File: src/hdl/cbl_consts.svh
/*
  Constants for the cold boot loader: mode codes, field positions, timing.
  Assumes inclusion by bare name from the design file.
*/
`ifndef CBL_CONSTS_SVH
`define CBL_CONSTS_SVH
`define CBL_MODE_RUN 2'h0
`define CBL_MODE_ASYNC 2'h1
`define CBL_MODE_SYNC 2'h2
`define CBL_MODE_SLAVE 2'h3
`define CBL_ADDR_SPACE_BIT 15
`define CBL_CLK_HZ 20000000
`define CBL_BAUD_BPS 2400
`define CBL_BIT_CYC (`CBL_CLK_HZ / `CBL_BAUD_BPS)
`define CBL_HALF_CYC (`CBL_BIT_CYC / 2)
`define CBL_BITS_PER_BYTE 4'h8
`define CBL_FIFO_DEPTH 16
`endif

File: src/hdl/cbl_pkg.sv
/*
  Types shared by the cold boot loader.
  Assumes cbl_consts.svh is on the include path.
*/
package cbl_pkg;
  typedef struct packed {
    logic io_space;
    logic [14:0] addr;
    logic [7:0] data;
  } cbl_write_t;
  typedef enum logic [1:0] {
    CBL_RUN,
    CBL_ASYNC,
    CBL_SYNC,
    CBL_SLAVE
  } cbl_mode_t;
endpackage : cbl_pkg

File: src/hdl/cbl_loader.sv
/*
  Cold boot loader: boot mode sampling, three byte receivers, a byte FIFO,
  triplet assembly and write issue.
  Assumes all pins synchronous to clk_sys; memory write accepted each strobe.
*/
`timescale 1ns/1ps
`include "cbl_consts.svh"
// Contract
// - Sample both mode pins when reset ends; they pick the startup procedure.
// - Both pins low: no download, start fetching at address zero.
// - After reset, address zero maps to chip select zero with output enable zero; code asserts both only in run state, not during download.
// - Other three settings receive a byte stream and store a boot program.
// - Stream arrives by async serial 2400 bps, clocked sync serial, or slave port.
// - Stream is three-byte groups; exactly one byte write per complete group.
// - Address top bit selects I/O space; low fifteen bits address first 32K.
// - Any I/O-space write ends the download; execution begins at zero.
// - I/O writes may remap memory to zero; sender should map RAM there.

module cbl_fifo #(
  parameter int WIDTH = 8,
  parameter int DEPTH = 16
) (
  input wire logic clk_sys,
  input wire logic arst_n,
  input wire logic in_valid,
  output logic in_ready,
  input wire logic [WIDTH-1:0] in_data,
  output logic out_valid,
  input wire logic out_ready,
  output logic [WIDTH-1:0] out_data
);
  localparam int AW = $clog2(DEPTH);
  logic [WIDTH-1:0] mem [DEPTH];
  logic [AW-1:0] wr_q;
  logic [AW-1:0] rd_q;
  logic [AW:0] cnt_q;
  logic push;
  logic pop;
  assign in_ready = (cnt_q != (AW+1)'(DEPTH));
  assign out_valid = (cnt_q != '0);
  assign out_data = mem[rd_q];
  assign push = in_valid && in_ready;
  assign pop = out_valid && out_ready;
  always_ff @(posedge clk_sys) begin
    if (push) begin
      mem[wr_q] <= in_data;
    end
  end
  always_ff @(posedge clk_sys or negedge arst_n) begin
    if (!arst_n) begin
      wr_q <= '0;
      rd_q <= '0;
      cnt_q <= '0;
    end else begin
      if (push) begin
        wr_q <= AW'(wr_q + 1'b1);
      end
      if (pop) begin
        rd_q <= AW'(rd_q + 1'b1);
      end
      cnt_q <= (AW+1)'(cnt_q + push - pop);
    end
  end
endmodule : cbl_fifo

module cbl_loader #(
  parameter int BIT_CYC = `CBL_BIT_CYC
) (
  input wire logic clk_sys,
  input wire logic arst_n,
  input wire logic boot_mode_pin_0,
  input wire logic boot_mode_pin_1,
  input wire logic async_rxd,
  input wire logic sync_sclk,
  input wire logic sync_rxd,
  input wire logic slave_wr_strobe,
  input wire logic [7:0] slave_wr_data,
  output logic slave_busy,
  output logic boot_active,
  output logic cpu_run,
  output logic [14:0] wr_addr,
  output logic [7:0] wr_data,
  output logic mem_wr,
  output logic io_wr,
  output logic memory_chip_select_zero_n,
  output logic memory_output_enable_zero_n
);
  typedef enum logic [1:0] {ST_INIT, ST_LOAD, ST_RUN} cbl_state_t;
  cbl_state_t st_q;
  cbl_pkg::cbl_mode_t mode_q;
  logic [1:0] byte_idx_q;
  logic [7:0] hi_q;
  logic [7:0] lo_q;
  logic [7:0] rx_byte;
  logic rx_valid;
  logic fifo_ready;
  logic f_valid;
  logic f_ready;
  logic [7:0] f_data;
  cbl_pkg::cbl_write_t wr_req;
  logic [15:0] bit_cnt_q;
  logic [3:0] a_bits_q;
  logic [7:0] a_sh_q;
  logic a_busy_q;
  logic a_done_q;
  logic sclk_q;
  logic [3:0] s_bits_q;
  logic [7:0] s_sh_q;
  logic s_done_q;
  logic sl_done_q;
  logic [7:0] sl_q;
  // --------------------------------------------------------------------
  // Mode sampling
  // --------------------------------------------------------------------
  always_ff @(posedge clk_sys or negedge arst_n) begin
    if (!arst_n) begin
      st_q <= ST_INIT;
      mode_q <= cbl_pkg::CBL_RUN;
    end else begin
      case (st_q)
        ST_INIT: begin
          mode_q <= cbl_pkg::cbl_mode_t'({boot_mode_pin_1, boot_mode_pin_0});
          if ({boot_mode_pin_1, boot_mode_pin_0} == `CBL_MODE_RUN) begin
            st_q <= ST_RUN;
          end else begin
            st_q <= ST_LOAD;
          end
        end
        ST_LOAD: begin
          if (f_valid && byte_idx_q == 2'h2 && hi_q[7]) begin
            st_q <= ST_RUN;
          end
        end
        ST_RUN: st_q <= ST_RUN;
        default: st_q <= ST_INIT;
      endcase
    end
  end

  // --------------------------------------------------------------------
  // Async receiver, 8N1 at 2400 bps
  // --------------------------------------------------------------------
  always_ff @(posedge clk_sys or negedge arst_n) begin
    if (!arst_n) begin
      bit_cnt_q <= 16'h0000;
      a_bits_q <= 4'h0;
      a_sh_q <= 8'h00;
      a_busy_q <= 1'b0;
      a_done_q <= 1'b0;
    end else begin
      a_done_q <= 1'b0;
      if (st_q == ST_LOAD && mode_q == cbl_pkg::CBL_ASYNC) begin
        if (!a_busy_q) begin
          if (!async_rxd) begin
            a_busy_q <= 1'b1;
            bit_cnt_q <= 16'(BIT_CYC / 2);
            a_bits_q <= 4'h0;
          end
        end else if (bit_cnt_q != 16'h0000) begin
          bit_cnt_q <= 16'(bit_cnt_q - 1'b1);
        end else begin
          bit_cnt_q <= 16'(BIT_CYC - 1);
          a_bits_q <= 4'(a_bits_q + 1'b1);
          if (a_bits_q == 4'h0) begin
            a_busy_q <= ~async_rxd;
          end else if (a_bits_q <= `CBL_BITS_PER_BYTE) begin
            a_sh_q <= {async_rxd, a_sh_q[7:1]};
          end else begin
            a_busy_q <= 1'b0;
            a_done_q <= async_rxd;
          end
        end
      end
    end
  end

  // --------------------------------------------------------------------
  // Sync receiver, external clock, LSB first on rising edge
  // --------------------------------------------------------------------
  always_ff @(posedge clk_sys or negedge arst_n) begin
    if (!arst_n) begin
      sclk_q <= 1'b0;
      s_bits_q <= 4'h0;
      s_sh_q <= 8'h00;
      s_done_q <= 1'b0;
    end else begin
      sclk_q <= sync_sclk;
      s_done_q <= 1'b0;
      if (st_q == ST_LOAD && mode_q == cbl_pkg::CBL_SYNC && sync_sclk && !sclk_q) begin
        s_sh_q <= {sync_rxd, s_sh_q[7:1]};
        if (s_bits_q == 4'(`CBL_BITS_PER_BYTE - 1)) begin
          s_bits_q <= 4'h0;
          s_done_q <= 1'b1;
        end else begin
          s_bits_q <= 4'(s_bits_q + 1'b1);
        end
      end
    end
  end

  // --------------------------------------------------------------------
  // Slave port byte capture
  // --------------------------------------------------------------------
  always_ff @(posedge clk_sys or negedge arst_n) begin
    if (!arst_n) begin
      sl_q <= 8'h00;
      sl_done_q <= 1'b0;
      slave_busy <= 1'b0;
    end else begin
      sl_done_q <= st_q == ST_LOAD && mode_q == cbl_pkg::CBL_SLAVE && slave_wr_strobe
                   && fifo_ready;
      sl_q <= slave_wr_data;
      slave_busy <= !fifo_ready || st_q != ST_LOAD;
    end
  end
  always_comb begin
    rx_valid = 1'b0;
    rx_byte = 8'h00;
    case (mode_q)
      cbl_pkg::CBL_ASYNC: begin
        rx_valid = a_done_q;
        rx_byte = a_sh_q;
      end
      cbl_pkg::CBL_SYNC: begin
        rx_valid = s_done_q;
        rx_byte = s_sh_q;
      end
      cbl_pkg::CBL_SLAVE: begin
        rx_valid = sl_done_q;
        rx_byte = sl_q;
      end
      default: rx_valid = 1'b0;
    endcase
  end
  cbl_fifo #(.WIDTH(8), .DEPTH(`CBL_FIFO_DEPTH)) u_fifo (
    .clk_sys(clk_sys),
    .arst_n(arst_n),
    .in_valid(rx_valid),
    .in_ready(fifo_ready),
    .in_data(rx_byte),
    .out_valid(f_valid),
    .out_ready(f_ready),
    .out_data(f_data)
  );
  // --------------------------------------------------------------------
  // Triplet assembly and write issue
  // --------------------------------------------------------------------
  assign f_ready = (st_q == ST_LOAD);
  assign wr_req = '{io_space: hi_q[7], addr: {hi_q[6:0], lo_q}, data: f_data};
  always_ff @(posedge clk_sys or negedge arst_n) begin
    if (!arst_n) begin
      byte_idx_q <= 2'h0;
      hi_q <= 8'h00;
      lo_q <= 8'h00;
      wr_addr <= 15'h0000;
      wr_data <= 8'h00;
      mem_wr <= 1'b0;
      io_wr <= 1'b0;
    end else begin
      mem_wr <= 1'b0;
      io_wr <= 1'b0;
      if (f_valid && f_ready) begin
        case (byte_idx_q)
          2'h0: hi_q <= f_data;
          2'h1: lo_q <= f_data;
          default: begin
            wr_addr <= wr_req.addr;
            wr_data <= wr_req.data;
            mem_wr <= !wr_req.io_space;
            io_wr <= wr_req.io_space;
          end
        endcase
        byte_idx_q <= (byte_idx_q == 2'h2) ? 2'h0 : 2'(byte_idx_q + 1'b1);
      end
    end
  end
  always_ff @(posedge clk_sys or negedge arst_n) begin
    if (!arst_n) begin
      boot_active <= 1'b0;
      cpu_run <= 1'b0;
      memory_chip_select_zero_n <= 1'b1;
      memory_output_enable_zero_n <= 1'b1;
    end else begin
      boot_active <= (st_q == ST_LOAD);
      cpu_run <= (st_q == ST_RUN);
      memory_chip_select_zero_n <= !(st_q == ST_RUN);
      memory_output_enable_zero_n <= !(st_q == ST_RUN);
    end
  end
  // --------------------------------------------------------------------
  // Checks
  // --------------------------------------------------------------------
  property p_run_direct;
    @(posedge clk_sys) disable iff (!arst_n)
      (st_q == ST_INIT && !boot_mode_pin_0 && !boot_mode_pin_1) |=> ##1 cpu_run;
  endproperty
  a_run_direct: assert property (p_run_direct) else $error("no direct run");
  property p_load_mode;
    @(posedge clk_sys) disable iff (!arst_n)
      (st_q == ST_INIT && (boot_mode_pin_0 || boot_mode_pin_1)) |=> ##1 boot_active;
  endproperty
  a_load_mode: assert property (p_load_mode) else $error("no download");
  property p_mode_kept;
    @(posedge clk_sys) disable iff (!arst_n) (st_q != ST_INIT) |=> $stable(mode_q);
  endproperty
  a_mode_kept: assert property (p_mode_kept) else $error("mode changed");
  property p_one_write;
    @(posedge clk_sys) disable iff (!arst_n)
      (mem_wr || io_wr) |-> !(mem_wr && io_wr) && $past(f_valid && f_ready && byte_idx_q == 2'h2);
  endproperty
  a_one_write: assert property (p_one_write) else $error("double write");
  property p_io_end;
    @(posedge clk_sys) disable iff (!arst_n) io_wr |-> ##1 cpu_run;
  endproperty
  a_io_end: assert property (p_io_end) else $error("io write kept boot");
  property p_space;
    @(posedge clk_sys) disable iff (!arst_n)
      (f_valid && f_ready && byte_idx_q == 2'h2) |=> (io_wr == $past(hi_q[7]));
  endproperty
  a_space: assert property (p_space) else $error("wrong space");
  property p_addr;
    @(posedge clk_sys) disable iff (!arst_n)
      (f_valid && f_ready && byte_idx_q == 2'h2) |=> wr_addr == $past({hi_q[6:0], lo_q});
  endproperty
  a_addr: assert property (p_addr) else $error("bad address order");
  property p_cs0;
    @(posedge clk_sys) disable iff (!arst_n) cpu_run |-> !memory_chip_select_zero_n;
  endproperty
  a_cs0: assert property (p_cs0) else $error("cs0 not selected");
  property p_quiet;
    @(posedge clk_sys) disable iff (!arst_n) cpu_run |-> !boot_active && slave_busy;
  endproperty
  a_quiet: assert property (p_quiet) else $error("boot while running");
  c_mem: cover property (@(posedge clk_sys) disable iff (!arst_n) mem_wr);
  c_io: cover property (@(posedge clk_sys) disable iff (!arst_n) io_wr);
  c_full: cover property (@(posedge clk_sys) disable iff (!arst_n) !fifo_ready);
endmodule : cbl_loader

File: config.mk
export PLATFORM = sky130hd
export DESIGN_NAME = cbl_loader
export DESIGN_NICKNAME = d
export VERILOG_FILES = /design/src/hdl/cbl_pkg.sv /design/src/hdl/cbl_loader.sv
export VERILOG_INCLUDE_DIRS = /design/src /design/src/hdl
export SDC_FILE = /design/constraint.sdc
export NUM_CORES = 1
export LEC_CHECK = 0
export BUFFER_PORTS_ARGS = -buffer_cell sky130_fd_sc_hd__buf_2
export CORE_ASPECT_RATIO = 0.7
export CORE_MARGIN = 2
export CORE_UTILIZATION = 49
export CTS_BUF_LIST = sky130_fd_sc_hd__clkbuf_4 sky130_fd_sc_hd__clkbuf_8
export DETAILED_ROUTE_END_ITERATION = 16
export PLACE_DENSITY = 0.67
export SLEW_MARGIN = 20
export SYNTH_ARGS = -nofsm -noshare
export SYNTH_HDL_FRONTEND = slang
export SYNTH_SLANG_ARGS = --single-unit
File: constraint.sdc
create_clock -name clk_sys -period 5.1 [get_ports clk_sys]
set_clock_uncertainty 0.05 [all_clocks]
set_input_delay 1.02 -clock clk_sys [delete_from_list [all_inputs] [get_ports clk_sys]]
set_output_delay 1.02 -clock clk_sys [all_outputs]
set_load 0.1 [all_outputs]
After elaboration in Yosys (flattened, before gate mapping)
Memory sizes are Yosys's and may differ from the RTL's.
Index checks and enable logic that the tools add are counted.
Widths: inputs -> output; s select.
- add/subtract/negate cells: 8
- magnitude comparators: 1
- eq/ne operators: 13
- multiplexer cells: 31
- bitwise logic cells: 4
- reduce and logical (&&, ||, !) cells: 29
- operators with widths (operator ; count):
    $mux 16 ; 3
    $pmux 8 s3 ; 1
    $mux 1 ; 18
    $add 4x1->4 const B ; 4
    $mux 4 ; 4
    $reduce_bool 16->1 ; 1
    $sub 16x1->16 const B ; 1
    $logic_and 1x1->1 ; 11
    $eq 2x2->1 const B ; 4
    $reduce_and 2->1 ; 4
    $eq 2x1->1 const B ; 3
    $logic_not 2->1 ; 3
    $mux 2 ; 3
    $pmux 2 s3 ; 1
    $add 5x1->5 ; 1
    $ne 5x5->1 const B ; 1
    $reduce_and 5->1 ; 1
    $reduce_bool 5->1 ; 1
    $sub 5x1->5 ; 1
    $eq 4x3->1 const B ; 1
    $le 4x4->1 const B ; 1
    $logic_not 1->1 ; 4
    $logic_not 4->1 ; 1
    $ne 2x1->1 const B ; 2
    7 further kinds ; 11
- register bits after elaboration: 117
- bits in writable memories: 128
- bits of input ports: 16
- output and inout bits: 30
- memories: 1
- memory list (name ; words ; width ; read ports ; clocked after memory_dff ; write ports ; line ; text):
    u_fifo.mem ; 16 ; 8 ; 1 ; 0 ; 1 ; cbl_loader.sv:33 ; logic [WIDTH-1:0] mem [DEPTH];

Logic depth before layout (Yosys ltp)
- depth after elaboration: 6
- mapped depth: 15

By module
A second synthesis with hierarchy kept.
- cell total of the unflattened synthesis: 682
- area, all modules: 10251.1 um2
- modules (own cells, without submodules) (module ; instances ; cells each ; area each (um2) ; sequential area each (um2)):
    cbl_fifo ; 1 ; 321 ; 5749.3 ; 4169.0
    cbl_loader ; 1 ; 361 ; 4501.8 ; 2603.7

Worst setup path before layout
Ideal clock, no wire load.
- path type: reg-to-reg
- start: register u_fifo.cnt_q[3]
- end: register u_fifo.cnt_q[4]
- setup time: 0.125 ns
- arrival: 2.720 ns
- data required time: 4.925 ns
- path slack: 2.204 ns
- stages on the path, launching flop included: 16
- buffers on the path: 0
- period minus slack after synthesis: 2.896 ns
- cell sequence: dfrtp_1 > inv_1 > ha_1 > nand2b_1 > o31ai_1 > inv_1 > ha_1 > inv_1 > ha_1 > inv_1 > fa_1 > inv_1 > a21oi_1 > nor2_1 > nor2_1 > xnor2_1
- elaborated cells on any way between the ends: 6
- RTL lines (item ; line ; text):
    start, declared ; cbl_loader.sv:36 ; logic [AW:0] cnt_q;
    start signal, assigned ; cbl_loader.sv:61 ; cnt_q <= (AW+1)'(cnt_q + push - pop);
    $reduce_bool 5->1 ; cbl_loader.sv:40 ; assign out_valid = (cnt_q != '0);
    $logic_and 1x1->1 ; cbl_loader.sv:43 ; assign pop = out_valid && out_ready;
    net u_fifo.pop ; cbl_loader.sv:38 ; logic pop;
    $sub 5x1->5 ; cbl_loader.sv:61 ;
The timed path passes the listed nets, and every way through them passes these cells.
A chain may end at the register's enable or synchronous reset.

Final worst setup path
- start: register u_fifo.cnt_q[2]
- end: register u_fifo.cnt_q[4]
The elaborated chain is that of the path after synthesis.

==> summary.md <==
| Metric | Value |
|---|---|
| Final ANT Viol Nets | `0` |
| CP Max Fanout | `8` |
| Initial Util | `49.7%` |
| Slew margin rel. | `32.0%` |
| Synthesis-to-layout area growth | `12.8%` |
| Htree depth | `2` |
| Min Hold Slack | `423 ps` |
| Wire per inst | `19.9 um` |
| Clock Path Buffers | `3` |
| Avg Vias per Cell | `5.55` |
| Synth warn | `0` |
| Worst path required time | `5450 ps` |
| Cells after synthesis | `656` |
| Wire length on met1 | `9980 um` |
| Initial antenna violation count | `0` |
| Clock root cell | `clkbuf_8` |
| WS Path Type | `register to register` |
| Dpl hpwl | `13500 um` |
| Grt total ovfl | `0` |
| Largest net degree at the start of global routing | `84` |
| Post-synth net total | `693` |
| Async SR Flop Fraction | `47.8%` |
| Routed WL | `20400 um` |
| Synth Cell Area | `10300 um2` |
| RR Startpoint | `u_fifo.cnt_q[2]` |
| Setup total negative slack | `0 ps` |
| Worst slew pin tran | `1020 ps` |
| GPL Wtd Cong | `0.836` |
| Pins Over Slew Limit | `0` |
| Pwr/cell area | `606 nW/um2` |
| Fmax | `0.298 GHz` |
| Ys flop type | `edfxtp_1` |
| Setup Buffers After CTS | `0` |
| Hold Startpoint | `s_bits_q[3]` |
| Setup slack, reg-to-reg | `1750 ps` |
| Worst-path clk slew | `60 ps` |
| Startpoint Class | `register` |
| Hold EP | `s_done_q` |
| Clock buffer count from CTS | `40` |
| Hold Path Depth | `1` |
| Register bit total from synthesis | `245` |
| Ant diodes | `0` |
| Post-CTS Hold Buffers | `0` |
| Fin crit share | `65.7%` |
| Met3 routed WL | `1250 um` |
| Die width | `177 um` |
| Placeable Area | `20600 um2` |
| Die H | `125 um` |
| Cts repair resizes | `0` |
| Vias | `5704` |
| Sink Count | `245` |
| TritonRoute pass-1 iters | `6` |
| Hold Vio Cnt, Final | `0` |
| Critical Path AT | `3700 ps` |
| EDFF count, synth | `128` |
| Worst VDD drop | `0.257 mV` |
| Residual DRC | `0` |
| R2R cell count | `15` |
| Iteration-0 DRC Markers | `494` |
| Row count | `44` |
| Max-Cap Viols | `0` |
| Die area | `22100 um2` |
| Min cycle time layout | `3350 ps` |
| Synth Area per Inst | `15.6 um2` |
| Crit end category | `register` |
| Final setup viols | `0` |
| Ports | `46` |
| Uppermost layer routed | `met4` |
| RSZ-0062 raised after global routing | `false` |
| Crit Reg-Reg Endpoint | `u_fifo.cnt_q[4]` |
| Sequential area share after synthesis | `66.0%` |
| Number of global-route vias before repair | `5871` |
| Fin nets | `759` |
| Layout cells sized above 1 | `29.9%` |
| P_leak | `4.62 nW` |
| Later-pin clock latency in the skew report | `530 ps` |
| Overall Global Routing Usage | `19.3%` |
| First-pass GRT wire length | `32600 um` |
| Met2 routed WL | `8890 um` |
| Post-synth cell types | `58` |
| CTS tree | `built` |
| Buffers on Ports | `45` |
| Worst min-delay path class | `register to register` |
| Outcome | `completed` |
==> logic make-up after synthesis <==
family                     after synthesis  share of synthesized area [%]
and+or+nand+nor                        134                           7.45
xor gates and xnor gates                13                           1.11
muxes                                  108                           15.3
buffers and inverters                   48                           2.10
adders and majority gates               21                           2.63
AOI/OAI and AO/OA                       87                           5.38
DFF                                    245                           66.0
==> worst max-delay path by stage <==
stage / startpoint / end / slack (ps) / depth (start not counted)
after floorplan: u_fifo.cnt_q[3] / u_fifo.cnt_q[4] / 2200 / 15
after global placement: mode_q[1] / u_fifo.mem[5][2] / 1630 / 5
after detailed placement: mode_q[1] / u_fifo.mem[7][2] / 1430 / 5
after CTS: mode_q[1] / u_fifo.mem[7][3] / 1400 / 5
after global routing: mode_q[1] / u_fifo.mem[4][5] / 1360 / 5
final: u_fifo.cnt_q[2] / u_fifo.cnt_q[4] / 1750 / 15
==> state kept, by name, indices dropped and copies added, names as in the netlist, 2 cells and up <==
| register | flops |
|---|---|
| a_bits_q | 4 |
| a_sh_q | 8 |
| bit_cnt_q | 16 |
| byte_idx_q | 2 |
| hi_q | 8 |
| lo_q | 8 |
| mode_q | 2 |
| s_bits_q | 4 |
| s_sh_q | 8 |
| sl_q | 8 |
| st_q | 2 |
| u_fifo.cnt_q | 5 |
| u_fifo.mem | 128 |
| u_fifo.rd_q | 4 |
| u_fifo.wr_q | 4 |
| wr_addr | 15 |
| wr_data | 8 |
==> final cells by class <==
class                           count  area, um2
Inverter                           22       82.6
Multi-Input combinational cell    363       3290
Clock buffer                       56        702
Sequential cell                   245       6770
Clock inverter                     16        104
Fill cell                        1659       9080
Timing Repair Buffer               50        269
Tap cell                          276        345
==> synthesized netlist by cell type (10+ instances only) <==
master	number	area [um2]
nand3_1	11	55.1
inv_1	22	82.6
dfrtp_1	116	2900
nand2_1	31	116
o21ai_0	22	110
clkbuf_1	14	52.6
and2_1	12	75.1
nor2_1	23	86.3
a21oi_1	21	105
mux2i_1	11	110
mux2_2	59	664
edfxtp_1	128	3840
ha_1	20	250
mux4_2	30	676
xnor2_1	10	87.6
==> stage by stage <==
| stage | area, um2 | instances | util, % | worst slack (ps) | total power, W |
|---|---|---|---|---|---|
| floorplan | 10300 | 656 | - | 2200 | 0.00478 |
| global placement | 10700 | 956 | 52.0 | 1630 | 0.00528 |
| detailed placement | 10700 | 956 | 52.0 | 1430 | 0.00537 |
| CTS | 11500 | 1028 | 55.9 | 1400 | 0.00707 |
| global route | 11600 | 1028 | 56.0 | 1360 | 0.00739 |
| finish | 11600 | 1028 | 56.0 | 1750 | 0.00701 |
==> power by group <==
group,switching [W],total [W],leakage (nW),internal (W)
registers,0.000363,0.00286,2.64,0.00249
clock network,0.000750,0.00169,0.421,0.000943
logic,0.00165,0.00246,1.56,0.000801
==> per-layer routing <==
| layer | track usage [%] | vias up |
|---|---|---|
| met2 | 27.2 | 169 |
| met3 | 3.62 | 24 |
| met5 | 0 | - |
| met4 | 5.64 | 0 |
| li1 | - | 2621 |
| met1 | 30.4 | 2890 |
==> worst max-delay path, stage by stage, from the launching register on <==
cell	delay, ps
dfrtp_1	390
inv_1	90
ha_1	160
nand2b_1	90
o31ai_1	740
inv_1	250
ha_1	350
inv_1	60
ha_1	160
inv_1	60
fa_1	400
inv_1	80
a21oi_1	70
nor2_1	90
nor2_1	60
xnor2_1	120
==> cells in the final DEF, fill, tap and decap left out, drive strengths merged, types with 3 or more instances in the layout <==
cell type / n
edfxtp: 128
dfrtp: 116
mux2: 67
clkbuf: 56
buf: 50
nand2: 32
mux4: 30
nor2: 23
inv: 23
o21ai: 22
a21oi: 21
ha: 20
and2: 12
clkinv: 12
nand3: 11
mux2i: 11
xnor2: 10
nor2b: 9
a31oi: 9
a22o: 8
nor3: 8
a211oi: 7
nor3b: 7
nand2b: 4
o31ai: 4
a21o: 4
and3: 4
nor4: 4
nand4: 4
xor2: 3
or3: 3
o21a: 3
nor4b: 3
or4: 3
Note: power is estimated with default switching activity, not from simulation.
